## src/rtl/tv_pkg.sv

```systemverilog
package tv_pkg;
	// Register byte offsets
	localparam logic [7:0] ADDR_CDB_LO = 8'h00;
	localparam logic [7:0] ADDR_CDB_HI = 8'h04;
	localparam logic [7:0] ADDR_CTRL = 8'h08;
	localparam logic [7:0] ADDR_CFG = 8'h0C;
	localparam logic [7:0] ADDR_STATUS = 8'h10;
	localparam logic [7:0] ADDR_SENSE = 8'h14;
	localparam logic [7:0] ADDR_INFO = 8'h18;
	localparam logic [7:0] ADDR_COUNT = 8'h1C;
	// Field positions
	localparam int CTRL_START_BIT = 0;
	localparam int CFG_ND_BIT = 24;
	localparam int FLAG_FIXED_BIT = 0;
	localparam int FLAG_BYTE_COMPARE_FLAG_BIT = 1;
	localparam int FLAG_IMMED_BIT = 2;
	localparam int STAT_BUSY_BIT = 0;
	localparam int STAT_DONE_BIT = 1;
	localparam int STAT_CHECK_BIT = 2;
	localparam int STAT_DEFER_BIT = 3;
	localparam int STAT_DATA_BIT = 4;
	// Reset values
	localparam logic [23:0] BLK_LEN_RESET = 24'h000000;
	localparam logic [31:0] CDB_RESET = 32'h00000000;
	// Opcodes
	localparam logic [7:0] OP_UNIT_READY = 8'h00;
	localparam logic [7:0] OP_VERIFY = 8'h13;
	// Sense keys and additional codes
	localparam logic [3:0] KEY_NO_SENSE = 4'h0;
	localparam logic [3:0] KEY_NOT_READY = 4'h2;
	localparam logic [3:0] KEY_MEDIUM = 4'h3;
	localparam logic [3:0] KEY_HARDWARE = 4'h4;
	localparam logic [3:0] KEY_ILLEGAL = 4'h5;
	localparam logic [3:0] KEY_BLANK = 4'h8;
	localparam logic [7:0] ASC_FIX_VAR = 8'h81;
	localparam logic [7:0] ASC_BAD_FIELD = 8'h24;
	localparam logic [7:0] ASC_BAD_OPCODE = 8'h20;
	localparam logic [7:0] ASCQ_ZERO = 8'h00;
	// Variable block limits in bytes
	localparam logic [23:0] LIMIT_NORMAL = 24'h03C000;
	localparam logic [23:0] LIMIT_NO_DISC = 24'h028000;
	// Media engine results and command states
	typedef enum logic [2:0] {
		RES_OK = 3'b000,
		RES_FILEMARK = 3'b001,
		RES_BLANK = 3'b010,
		RES_TAPE_END = 3'b011,
		RES_MEDIA_ERR = 3'b100,
		RES_HW_ERR = 3'b101
	} tv_result_t;
	typedef enum logic [2:0] {
		ST_IDLE = 3'b000,
		ST_CHECK = 3'b001,
		ST_REQ = 3'b010,
		ST_WAIT = 3'b011,
		ST_DONE = 3'b100
	} tv_state_t;
endpackage

```

## src/rtl/tv_axil.sv

```systemverilog
`timescale 1ns/1ps
module tv_axil (
	input wire logic aclk, // Clock
	input wire logic aresetn, // Sync reset, low
	input wire logic [7:0] s_axi_awaddr, // Write address
	input wire logic s_axi_awvalid, // Write address valid
	output logic s_axi_awready, // Write address ready
	input wire logic [31:0] s_axi_wdata, // Write data
	input wire logic [3:0] s_axi_wstrb, // Byte enables
	input wire logic s_axi_wvalid, // Write data valid
	output logic s_axi_wready, // Write data ready
	output logic [1:0] s_axi_bresp, // Write response
	output logic s_axi_bvalid, // Write response valid
	input wire logic s_axi_bready, // Write response ready
	input wire logic s_axi_arvalid, // Read address valid
	output logic s_axi_arready, // Read address ready
	output logic [31:0] s_axi_rdata, // Read data
	output logic [1:0] s_axi_rresp, // Read response
	output logic s_axi_rvalid, // Read data valid
	input wire logic s_axi_rready, // Read data ready
	input wire logic [31:0] rd_data, // Decoded read word for araddr
	input wire logic rd_ok, // Read address is mapped
	output logic wr_en, // One-cycle write pulse
	output logic [7:0] wr_addr, // Write address
	output logic [31:0] wr_data, // Write data
	output logic [3:0] wr_strb // Write byte enables
);
	typedef struct packed {
		logic awready;
		logic wready;
		logic bvalid;
		logic [1:0] bresp;
		logic arready;
		logic rvalid;
		logic [1:0] rresp;
		logic [31:0] rdata;
		logic [7:0] addr;
		logic [31:0] data;
		logic [3:0] strb;
		logic wr;
	} tv_axil_t;
	tv_axil_t q, d;

	always_comb begin
		d = q;
		d.wr = 1'b0;
		if (s_axi_awvalid && q.awready) begin
			d.addr = s_axi_awaddr;
			d.awready = 1'b0;
		end
		if (s_axi_wvalid && q.wready) begin
			d.data = s_axi_wdata;
			d.strb = s_axi_wstrb;
			d.wready = 1'b0;
		end
		// Both halves held and no answer pending: commit once
		if (!d.awready && !d.wready && !q.bvalid && !q.wr) begin
			d.wr = 1'b1;
			d.bvalid = 1'b1;
			d.bresp = 2'b00;
		end
		if (q.bvalid && s_axi_bready) begin
			d.bvalid = 1'b0;
			d.awready = 1'b1;
			d.wready = 1'b1;
		end
		if (s_axi_arvalid && q.arready) begin
			d.arready = 1'b0;
			d.rvalid = 1'b1;
			d.rdata = rd_ok ? rd_data : 32'h00000000;
			d.rresp = rd_ok ? 2'b00 : 2'b10;
		end else if (q.rvalid && s_axi_rready) begin
			d.rvalid = 1'b0;
			d.arready = 1'b1;
		end
	end

	always_ff @(posedge aclk) begin
		if (!aresetn) begin
			q <= '0;
			q.awready <= 1'b1;
			q.wready <= 1'b1;
			q.arready <= 1'b1;
		end else begin
			q <= d;
		end
	end

	assign s_axi_awready = q.awready;
	assign s_axi_wready = q.wready;
	assign s_axi_bvalid = q.bvalid;
	assign s_axi_bresp = q.bresp;
	assign s_axi_arready = q.arready;
	assign s_axi_rvalid = q.rvalid;
	assign s_axi_rresp = q.rresp;
	assign s_axi_rdata = q.rdata;
	assign wr_en = q.wr;
	assign wr_addr = q.addr;
	assign wr_data = q.data;
	assign wr_strb = q.strb;
endmodule

```

## src/rtl/tv_sense.sv

```systemverilog
`timescale 1ns/1ps
module tv_sense (
	input wire logic aclk, // Clock
	input wire logic aresetn, // Sync reset, low
	input wire logic clear, // New command: drop old sense
	input wire logic load, // Capture new sense
	input wire logic [3:0] key_in, // Sense key
	input wire logic fm_in, // Filemark flag
	input wire logic eom_in, // End of medium flag
	input wire logic ili_in, // Length mismatch flag
	input wire logic valid_in, // Information valid flag
	input wire logic physical_tape_end_in, // Physical tape end flag
	input wire logic [7:0] asc_in, // Additional code
	input wire logic [7:0] ascq_in, // Additional qualifier
	input wire logic [31:0] info_in, // Information field
	output logic [31:0] sense_word, // Packed key, flags, codes
	output logic [31:0] info_word // Held information field
);
	typedef struct packed {
		logic [3:0] key;
		logic fm;
		logic end_of_medium_flag;
		logic length_mismatch_flag;
		logic valid;
		logic physical_tape_end;
		logic [7:0] asc;
		logic [7:0] ascq;
		logic [31:0] info;
	} tv_sense_t;
	tv_sense_t q, d;

	always_comb begin
		d = q;
		if (load) begin
			d = {key_in, fm_in, eom_in, ili_in, valid_in, physical_tape_end_in, asc_in, ascq_in, info_in}; // RQ21
		end else if (clear) begin
			d = '0;
		end
	end

	always_ff @(posedge aclk) begin
		if (!aresetn) begin
			q <= '0;
		end else begin
			q <= d;
		end
	end

	assign sense_word = {q.ascq, q.asc, 6'h00, q.physical_tape_end, q.valid, q.fm, q.end_of_medium_flag, q.length_mismatch_flag, 1'b0, q.key};
	assign info_word = q.info;
endmodule

```

## src/rtl/tv_cmd.sv

```systemverilog
// Our own choices: the register offsets and the AXI4-Lite register port.
`timescale 1ns/1ps
// How it works
// RQ1: Unit-ready: Good if ready, else Not Ready
// RQ2: Unit-ready only reports, never self-tests
// RQ3: Verify from next block, end past last
// RQ4: Immediate flag posts status at start
// RQ5: Initiator keeps byte-compare flag zero
// RQ6: Fixed flag: block count versus byte length
// RQ7: Fixed/variable mismatch rejected, codes 81h/00h
// RQ8: Variable length within 240K or 160K
// RQ9: Zero length verifies nothing, no motion
// RQ10: Filemark ends with filemark, valid, No Sense
// RQ11: Blank tape ends with Blank Check
// RQ12: Tape end reports medium error, end flags
// RQ13: Unrecoverable error: medium or hardware key
// RQ14: Error may follow an entered data phase
// RQ15: Variable mismatch: info is requested minus actual
// RQ16: Fixed mismatch: info counts unverified blocks
// RQ17: Mismatch leaves tape past the bad block
// RQ18: Vendor bits of last byte ignored
// RQ19: Blank Check key is 8h
// RQ20: No Sense key is 0h
// RQ21: Sense held for later sense request
module tv_cmd (
	input wire logic aclk, // Clock, 200 MHz
	input wire logic aresetn, // Sync reset, low
	input wire logic [7:0] s_axi_awaddr, // AXI write address
	input wire logic [2:0] s_axi_awprot, // AXI protection, unused
	input wire logic s_axi_awvalid, // AXI write address valid
	output logic s_axi_awready, // AXI write address ready
	input wire logic [31:0] s_axi_wdata, // AXI write data
	input wire logic [3:0] s_axi_wstrb, // AXI byte enables
	input wire logic s_axi_wvalid, // AXI write data valid
	output logic s_axi_wready, // AXI write data ready
	output logic [1:0] s_axi_bresp, // AXI write response
	output logic s_axi_bvalid, // AXI write response valid
	input wire logic s_axi_bready, // AXI write response ready
	input wire logic [7:0] s_axi_araddr, // AXI read address
	input wire logic [2:0] s_axi_arprot, // AXI protection, unused
	input wire logic s_axi_arvalid, // AXI read address valid
	output logic s_axi_arready, // AXI read address ready
	output logic [31:0] s_axi_rdata, // AXI read data
	output logic [1:0] s_axi_rresp, // AXI read response
	output logic s_axi_rvalid, // AXI read data valid
	input wire logic s_axi_rready, // AXI read data ready
	input wire logic media_ready, // Drive can take media access
	output logic mv_req, // Pulse: verify next block
	output logic [23:0] mv_len, // Expected block length
	input wire logic mv_done, // Pulse: block outcome ready
	input wire logic [2:0] mv_result, // Outcome code
	input wire logic [23:0] mv_actual, // Recorded block length
	output logic data_phase // Verify has moved data
);
	typedef struct packed {
		tv_pkg::tv_state_t st;
		logic [31:0] cdb_lo;
		logic [15:0] cdb_hi;
		logic [23:0] blk_len;
		logic nd;
		logic start;
		logic [23:0] remain;
		logic [23:0] verified;
		logic [23:0] expect_len;
		logic mv_req;
		logic data_phase;
		logic busy;
		logic done;
		logic check;
		logic deferred;
		logic immed;
	} tv_cmd_t;
	tv_cmd_t q, d;

	logic wr_en;
	logic [7:0] wr_addr;
	logic [31:0] wr_data;
	logic [3:0] wr_strb;
	logic [31:0] rd_data;
	logic rd_ok;
	logic [31:0] sense_word;
	logic [31:0] info_word;
	logic sns_clear;
	logic sns_load;
	logic [3:0] sns_key;
	logic sns_fm;
	logic sns_eom;
	logic sns_ili;
	logic sns_valid;
	logic sns_physical_tape_end;
	logic [7:0] sns_asc;
	logic [7:0] sns_ascq;
	logic [31:0] sns_info;

	wire logic [7:0] opcode = q.cdb_lo[7:0];
	wire logic [7:0] flags = q.cdb_lo[15:8];
	// Vendor bits of byte 5 are stored but never decoded
	wire logic [23:0] req_len = {q.cdb_lo[23:16], q.cdb_lo[31:24], q.cdb_hi[7:0]}; // RQ18
	wire logic fixed = flags[tv_pkg::FLAG_FIXED_BIT];
	wire logic [23:0] var_limit = q.nd ? tv_pkg::LIMIT_NO_DISC : tv_pkg::LIMIT_NORMAL;
	wire logic [24:0] len_diff = {1'b0, req_len} - {1'b0, mv_actual};
	// Fixed mode counts blocks left; variable mode reports the request
	wire logic [31:0] info_count = fixed ? {8'h00, q.remain} : {8'h00, req_len};

	function automatic logic [31:0] merge(input logic [31:0] old, input logic [31:0] nw, input logic [3:0] be);
		logic [31:0] r;
		r = old;
		for (int i = 0; i < 4; i++) begin
			if (be[i]) begin
				r[i*8 +: 8] = nw[i*8 +: 8];
			end
		end
		return r;
	endfunction

	tv_axil u_axil (
		.aclk(aclk),
		.aresetn(aresetn),
		.s_axi_awaddr(s_axi_awaddr),
		.s_axi_awvalid(s_axi_awvalid),
		.s_axi_awready(s_axi_awready),
		.s_axi_wdata(s_axi_wdata),
		.s_axi_wstrb(s_axi_wstrb),
		.s_axi_wvalid(s_axi_wvalid),
		.s_axi_wready(s_axi_wready),
		.s_axi_bresp(s_axi_bresp),
		.s_axi_bvalid(s_axi_bvalid),
		.s_axi_bready(s_axi_bready),
		.s_axi_arvalid(s_axi_arvalid),
		.s_axi_arready(s_axi_arready),
		.s_axi_rdata(s_axi_rdata),
		.s_axi_rresp(s_axi_rresp),
		.s_axi_rvalid(s_axi_rvalid),
		.s_axi_rready(s_axi_rready),
		.rd_data(rd_data),
		.rd_ok(rd_ok),
		.wr_en(wr_en),
		.wr_addr(wr_addr),
		.wr_data(wr_data),
		.wr_strb(wr_strb)
	);

	tv_sense u_sense (
		.aclk(aclk),
		.aresetn(aresetn),
		.clear(sns_clear),
		.load(sns_load),
		.key_in(sns_key),
		.fm_in(sns_fm),
		.eom_in(sns_eom),
		.ili_in(sns_ili),
		.valid_in(sns_valid),
		.physical_tape_end_in(sns_physical_tape_end),
		.asc_in(sns_asc),
		.ascq_in(sns_ascq),
		.info_in(sns_info),
		.sense_word(sense_word),
		.info_word(info_word)
	);

	always_comb begin
		rd_ok = 1'b1;
		if (s_axi_araddr == tv_pkg::ADDR_CDB_LO) begin
			rd_data = q.cdb_lo;
		end else if (s_axi_araddr == tv_pkg::ADDR_CDB_HI) begin
			rd_data = {16'h0000, q.cdb_hi};
		end else if (s_axi_araddr == tv_pkg::ADDR_CTRL) begin
			rd_data = 32'h00000000;
		end else if (s_axi_araddr == tv_pkg::ADDR_CFG) begin
			rd_data = {7'h00, q.nd, q.blk_len};
		end else if (s_axi_araddr == tv_pkg::ADDR_STATUS) begin
			rd_data = {27'h0000000, q.data_phase, q.deferred, q.check, q.done, q.busy};
		end else if (s_axi_araddr == tv_pkg::ADDR_SENSE) begin
			rd_data = sense_word; // RQ21
		end else if (s_axi_araddr == tv_pkg::ADDR_INFO) begin
			rd_data = info_word; // RQ21
		end else if (s_axi_araddr == tv_pkg::ADDR_COUNT) begin
			rd_data = {8'h00, q.verified};
		end else begin
			rd_data = 32'h00000000;
			rd_ok = 1'b0;
		end
	end

	always_comb begin
		d = q;
		d.mv_req = 1'b0;
		d.start = 1'b0;
		sns_clear = 1'b0;
		sns_load = 1'b0;
		sns_key = tv_pkg::KEY_NO_SENSE;
		sns_fm = 1'b0;
		sns_eom = 1'b0;
		sns_ili = 1'b0;
		sns_valid = 1'b0;
		sns_physical_tape_end = 1'b0;
		sns_asc = tv_pkg::ASCQ_ZERO;
		sns_ascq = tv_pkg::ASCQ_ZERO;
		sns_info = 32'h00000000;
		// Command and config are frozen while a command runs
		if (wr_en && !q.busy) begin
			if (wr_addr == tv_pkg::ADDR_CDB_LO) begin
				d.cdb_lo = merge(q.cdb_lo, wr_data, wr_strb);
			end else if (wr_addr == tv_pkg::ADDR_CDB_HI) begin
				d.cdb_hi = 16'(merge({16'h0000, q.cdb_hi}, wr_data, wr_strb));
			end else if (wr_addr == tv_pkg::ADDR_CTRL) begin
				d.start = wr_strb[0] & wr_data[tv_pkg::CTRL_START_BIT];
			end else if (wr_addr == tv_pkg::ADDR_CFG) begin
				d.blk_len = 24'(merge({8'h00, q.blk_len}, wr_data, wr_strb));
				if (wr_strb[3]) begin
					d.nd = wr_data[tv_pkg::CFG_ND_BIT];
				end
			end
		end
		case (q.st)
			tv_pkg::ST_IDLE: begin
				if (q.start) begin
					d.st = tv_pkg::ST_CHECK;
					d.busy = 1'b1;
					d.done = 1'b0;
					d.check = 1'b0;
					d.deferred = 1'b0;
					d.data_phase = 1'b0;
					d.verified = 24'h000000;
					d.immed = 1'b0;
					sns_clear = 1'b1;
				end
			end
			tv_pkg::ST_CHECK: begin
				d.st = tv_pkg::ST_DONE;
				sns_load = 1'b1;
				if (opcode == tv_pkg::OP_UNIT_READY) begin
					// Readiness is only reported; nothing is started
					if (!media_ready) begin // RQ1 RQ2
						d.check = 1'b1;
						sns_key = tv_pkg::KEY_NOT_READY; // RQ1
					end
				end else if (opcode == tv_pkg::OP_VERIFY) begin
					if (!media_ready) begin
						d.check = 1'b1;
						sns_key = tv_pkg::KEY_NOT_READY;
					end else if (fixed == (q.blk_len == 24'h000000)) begin // RQ7
						d.check = 1'b1;
						sns_key = tv_pkg::KEY_ILLEGAL; // RQ7
						sns_asc = tv_pkg::ASC_FIX_VAR; // RQ7
					end else if (!fixed && req_len > var_limit) begin // RQ8
						d.check = 1'b1;
						sns_key = tv_pkg::KEY_ILLEGAL;
						sns_asc = tv_pkg::ASC_BAD_FIELD;
					end else if (req_len != 24'h000000) begin // RQ9
						sns_load = 1'b0;
						d.st = tv_pkg::ST_REQ;
						d.remain = fixed ? req_len : 24'h000001; // RQ6
						d.expect_len = fixed ? q.blk_len : req_len; // RQ6
						if (flags[tv_pkg::FLAG_IMMED_BIT]) begin // RQ4
							d.immed = 1'b1;
							d.done = 1'b1;
						end
					end
				end else begin
					d.check = 1'b1;
					sns_key = tv_pkg::KEY_ILLEGAL;
					sns_asc = tv_pkg::ASC_BAD_OPCODE;
				end
			end
			tv_pkg::ST_REQ: begin
				d.mv_req = 1'b1; // RQ3
				d.st = tv_pkg::ST_WAIT;
			end
			tv_pkg::ST_WAIT: begin
				if (mv_done) begin
					d.data_phase = 1'b1; // RQ14
					d.st = tv_pkg::ST_DONE;
					sns_load = 1'b1;
					sns_valid = 1'b1;
					sns_info = info_count;
					case (mv_result)
						tv_pkg::RES_OK: begin
							if (mv_actual != q.expect_len) begin // RQ15 RQ16
								// Engine has already moved past the bad block
								sns_ili = 1'b1; // RQ17
								sns_key = tv_pkg::KEY_NO_SENSE; // RQ20
								sns_info = fixed ? {8'h00, q.remain} : {{7{len_diff[24]}}, len_diff}; // RQ15 RQ16
							end else begin
								sns_load = 1'b0;
								d.verified = q.verified + 24'h000001;
								d.remain = q.remain - 24'h000001;
								d.st = (q.remain == 24'h000001) ? tv_pkg::ST_DONE : tv_pkg::ST_REQ; // RQ3
							end
						end
						tv_pkg::RES_FILEMARK: begin
							sns_fm = 1'b1; // RQ10
							sns_key = tv_pkg::KEY_NO_SENSE; // RQ20
						end
						tv_pkg::RES_BLANK: begin
							sns_key = tv_pkg::KEY_BLANK; // RQ11 RQ19
						end
						tv_pkg::RES_TAPE_END: begin
							sns_eom = 1'b1; // RQ12
							sns_physical_tape_end = 1'b1;
							sns_key = tv_pkg::KEY_MEDIUM;
						end
						tv_pkg::RES_MEDIA_ERR: begin
							sns_key = tv_pkg::KEY_MEDIUM; // RQ13
						end
						default: begin
							sns_key = tv_pkg::KEY_HARDWARE; // RQ13
						end
					endcase
					if (sns_load) begin
						// Status already posted early: error waits as deferred
						d.check = !q.immed;
						d.deferred = q.immed; // RQ4 RQ14
					end
				end
			end
			tv_pkg::ST_DONE: begin
				d.st = tv_pkg::ST_IDLE;
				d.busy = 1'b0;
				d.done = 1'b1;
			end
			default: begin
				d.st = tv_pkg::ST_IDLE;
			end
		endcase
	end

	always_ff @(posedge aclk) begin
		if (!aresetn) begin
			q <= '0;
			q.cdb_lo <= tv_pkg::CDB_RESET;
			q.blk_len <= tv_pkg::BLK_LEN_RESET;
		end else begin
			q <= d;
		end
	end

	assign mv_req = q.mv_req;
	assign mv_len = q.expect_len;
	assign data_phase = q.data_phase;
endmodule

```

## config.mk

```make
export PLATFORM = sky130hd
export DESIGN_NAME = tv_cmd
export DESIGN_NICKNAME = d
export VERILOG_FILES = /design/src/rtl/tv_pkg.sv /design/src/rtl/tv_axil.sv /design/src/rtl/tv_sense.sv /design/src/rtl/tv_cmd.sv
export SDC_FILE = /design/constraint.sdc
export NUM_CORES = 1
export LEC_CHECK = 0
export BUFFER_PORTS_ARGS = -buffer_cell sky130_fd_sc_hd__buf_2
export CAP_MARGIN = 0
export CORE_UTILIZATION = 50
export CTS_BUF_LIST = sky130_fd_sc_hd__clkbuf_8
export CTS_CLUSTER_DIAMETER = 100
export DETAILED_ROUTE_END_ITERATION = 6
export GPL_TIMING_DRIVEN = 1
export PLACE_DENSITY_LB_ADDON = 0.15
export SYNTH_ARGS = -nofsm -noshare
export SYNTH_HDL_FRONTEND = slang
export SYNTH_SLANG_ARGS = --single-unit
```

## constraint.sdc

```tcl
create_clock -name aclk -period 5.8 [get_ports aclk]
set_clock_uncertainty 0.2 [all_clocks]
set_input_delay 1.45 -clock aclk [delete_from_list [all_inputs] [get_ports aclk]]
set_output_delay 1.45 -clock aclk [all_outputs]
set_load 0.05 [all_outputs]
```

==> summary.txt <==
Floorplan
  • Die Wd: 170 µm
  • Die H: 170 µm
  • Core area: 27,800 µm²
  • Core Rows: 61
  • Initial Utilization: 50.8%
  • I/O Pins: 161
  • Die area: 28,900 µm²

Cells and area
  • Syn-to-layout area delta: 13.1%
  • Antenna diodes: 0
  • Multi-input gate area: 7840 µm²
  • Fill cell count: 2,724
  • Register area: 5510 µm²
  • Final Util: 57.4%
  • Share of layout cells above drive strength 1: 14.5%
  • Fin nets: 1,974

Worst setup path
  • Worst endpoint data arrival time: 4.33 ns
  • Worst r2r src: q[111]
  • Critical-path top delay cell: a2111o_1
  • Max incr delay on CP: 0.67 ns
  • Worst-path cell chain: buf_2, xor2_1, nor4_1, nand4_1, or4_4, a2111o_1, or3_1, a21oi_1
  • CP Class: input pin to flop
  • Crit path launch: mv_actual[3]
  • Worst EP required: 6.09 ns
  • Crit path max fanout: 17
  • Cells on worst reg2reg path: 9
  • Critical path endpoint category: flop
  • Crit path launch type: input pin

Power and ir drop
  • Sw Share: 25.7%
  • Clock power frac: 44.7%
  • Combinational Power Share: 7.6%
  • Power Density: 257 nW/µm²
  • Sequential share of power: 47.6%
  • Sw power: 1.06 mW
  • Int Power: 3.04 mW
  • VDD IR max: 0.208 mV
  • Leakage power: 6.49 nW

Clocking
  • Resized Gates After CTS: 0
  • Post-CTS Hold Fix Bufs: 0
  • Clock sinks: 275
  • Total CTS buffers: 47
  • Clk root buf: clkbuf_8
  • Post-CTS Setup Bufs: 0
  • CTS tree: done
  • H-Tree Depth: 2
  • Clk Latency, worst-skew pair: 0.58 ns
  • CTS clk-pin slew, worst paths: 0.06 ns
  • Clock buffer depth: 3

Hold path
  • Hold Crit Depth: 2
  • Worst Hold Class: flop to flop
  • Worst Hold Launch: u_axil.wr_data[31]

Synth
  • Synth top cells by count: 275 x dfxtp_1, 228 x nand2_1, 188 x nor2_1, 179 x a21oi_1, 87 x clkbuf_1
  • Syn Inst Count: 1,753
  • Yosys Warn Count: 0
  • Synth Cell Area: 14,100 µm²
  • Synth cell types: 73
  • Most common cell in the netlist: dfxtp_1
  • Ranking of synthesized cells by area: dfxtp_1 39%, a21oi_1 6.3%, nand2_1 6.1%
  • Synth Register Bits: 275
  • Yosys top cell area share: 39.0%
  • Post-synthesis sequential area ratio: 39.0%
  • Mapped Avg Cell Area: 8.05 µm²
  • Post-synth ARST share: 0%
  • Main synth FF type: dfxtp_1
  • Number of synthesized flops with an enable pin: 0
  • Area leader, netlist: dfxtp_1

Outcome
  • Status: complete, no violations

Timing
  • Final number of setup-violating endpoints: 0
  • Worst-Margin Slew: 1.22 ns
  • Crit share post-route: 69.6%
  • Fin. Hold Viols: 0
  • RSZ-0062 raised after global routing: no
  • Achievable frequency: 248 MHz
  • Fin. max-slew vios: 0
  • Setup_tns: 0 ns
  • Tmin final: 4.04 ns
  • Relative slew margins: 18.3%

Global route
  • Initial antenna violation count: 1
  • Grt total ovfl: 0
  • Gr usage total: 33.8%
  • Largest net degree at the start of global routing: 143
  • Vias in the first global route: 12,400
  • First-pass GRT wire length: 74.3 mm

Route
  • Starting DRC count in detailed routing: 1,616
  • Remaining DRCs: 0
  • Avg WL per Cell: 21.6 µm
  • Vias per cell: 6.07
  • Final wirelength: 48.8 mm
  • ANT nets after route: 0
  • Routed via count: 13,700
  • First-pass DRT Iterations: 6

Placed design
  • Port Buf Inserts: 151
  • Final HPWL DP: 35.1 mm
  • GP Congestion: 0.928

Job
  • Max-cap violation count: 0
## layout make-up
cell class                 instances  area share (%)
inverter                          50            1.21
multi-input combinational       1298            49.1
sequential                       275            34.5
tap                              378            2.96
clock buffer                      54            4.66
clock inverter                    27            1.45
timing repair buffer             178            6.08
## layout by cell type, fill, tap and decap left out, drive strengths merged, types with 11 or more instances in the layout
master  count
dfxtp     275
nand2     228
nor2      188
a21oi     179
buf       178
o21ai      89
mux2i      79
nand3      73
inv        69
clkbuf     54
a211oi     41
xor2       36
nor3       35
ha         29
nor4       29
a221oi     23
xnor2      20
a31oi      20
nand4      17
a22o       17
or3        16
nand2b     16
a311oi     15
a21o       13
a22oi      11
## power by group through the flow
stage / combinational (mW) / clock (mW) / sequential [mW]
6_report: 0.313 / 1.83 / 1.95
5_1_grt: 0.341 / 1.95 / 1.96
4_1_cts: 0.311 / 1.85 / 1.95
3_5_place_dp: 0.310 / 0 / 1.99
3_3_place_gp: 0.307 / 0 / 1.99
2_1_floorplan: 0.167 / 0 / 2.03
## worst paths after layout
kind | end | slack [ns]
min | u_axil.wr_data[31] | 0.26
max | q[43] | 1.76
min reg2reg | u_axil.wr_data[31] | 0.26
max reg2reg | u_sense.info_word[7] | 2.18
## metal layers
metal  share of wire, %  GRT usage, %  up-vias
li1                   -             -     6496
met1                 43          46.5     6417
met2                 45          52.4      666
met3                7.9          4.84      133
met4                4.4          15.2        2
met5              0.025             0        -
## worst max-delay path, delay by kind of cell
kind / cells / cell delay, ns
AOI/OAI and AO/OA: 2 / 0.83
buffers and inverters: 1 / 0.12
xor gates and xnor gates: 1 / 0.14
and+or+nand+nor: 4 / 1.78
## stage by stage
step / power (mW) / hold slack [ns] / cells / setup slack [ns] / instance area, µm²
4_1_cts: 4.12 / 0.255 / 2260 / 1.82 / 16000
5_1_grt: 4.25 / 0.272 / 2260 / 1.69 / 16000
2_1_floorplan: 2.19 / 0.215 / 1755 / 1.93 / 14100
3_3_place_gp: 2.30 / 0.239 / 2179 / 1.29 / 15000
6_report: 4.10 / 0.256 / 2260 / 1.76 / 16000
3_5_place_dp: 2.30 / 0.247 / 2179 / 1.22 / 15000
## cells by family after synthesis
kind of cell	after synthesis	synth area share, %
compound gates	476	21.6
xor+xnor	56	3.47
fa+ha+maj	30	2.71
buf+inv	182	5.69
flops	275	39.0
mux	88	6.64
other cells	1	0.0266
simple gates	645	20.9
## flip-flops by register name (all words and copies together), names as in the netlist, 4 cells and up
name,count
u_axil.wr_addr,8
u_axil.wr_strb,4
u_sense.sense_word,11
opcode,8
flags,7
mv_len,24
u_sense.info_word,25
u_axil.wr_data,32
u_axil.s_axi_rdata,32
q,114
Power figures use the tool's default switching activity.
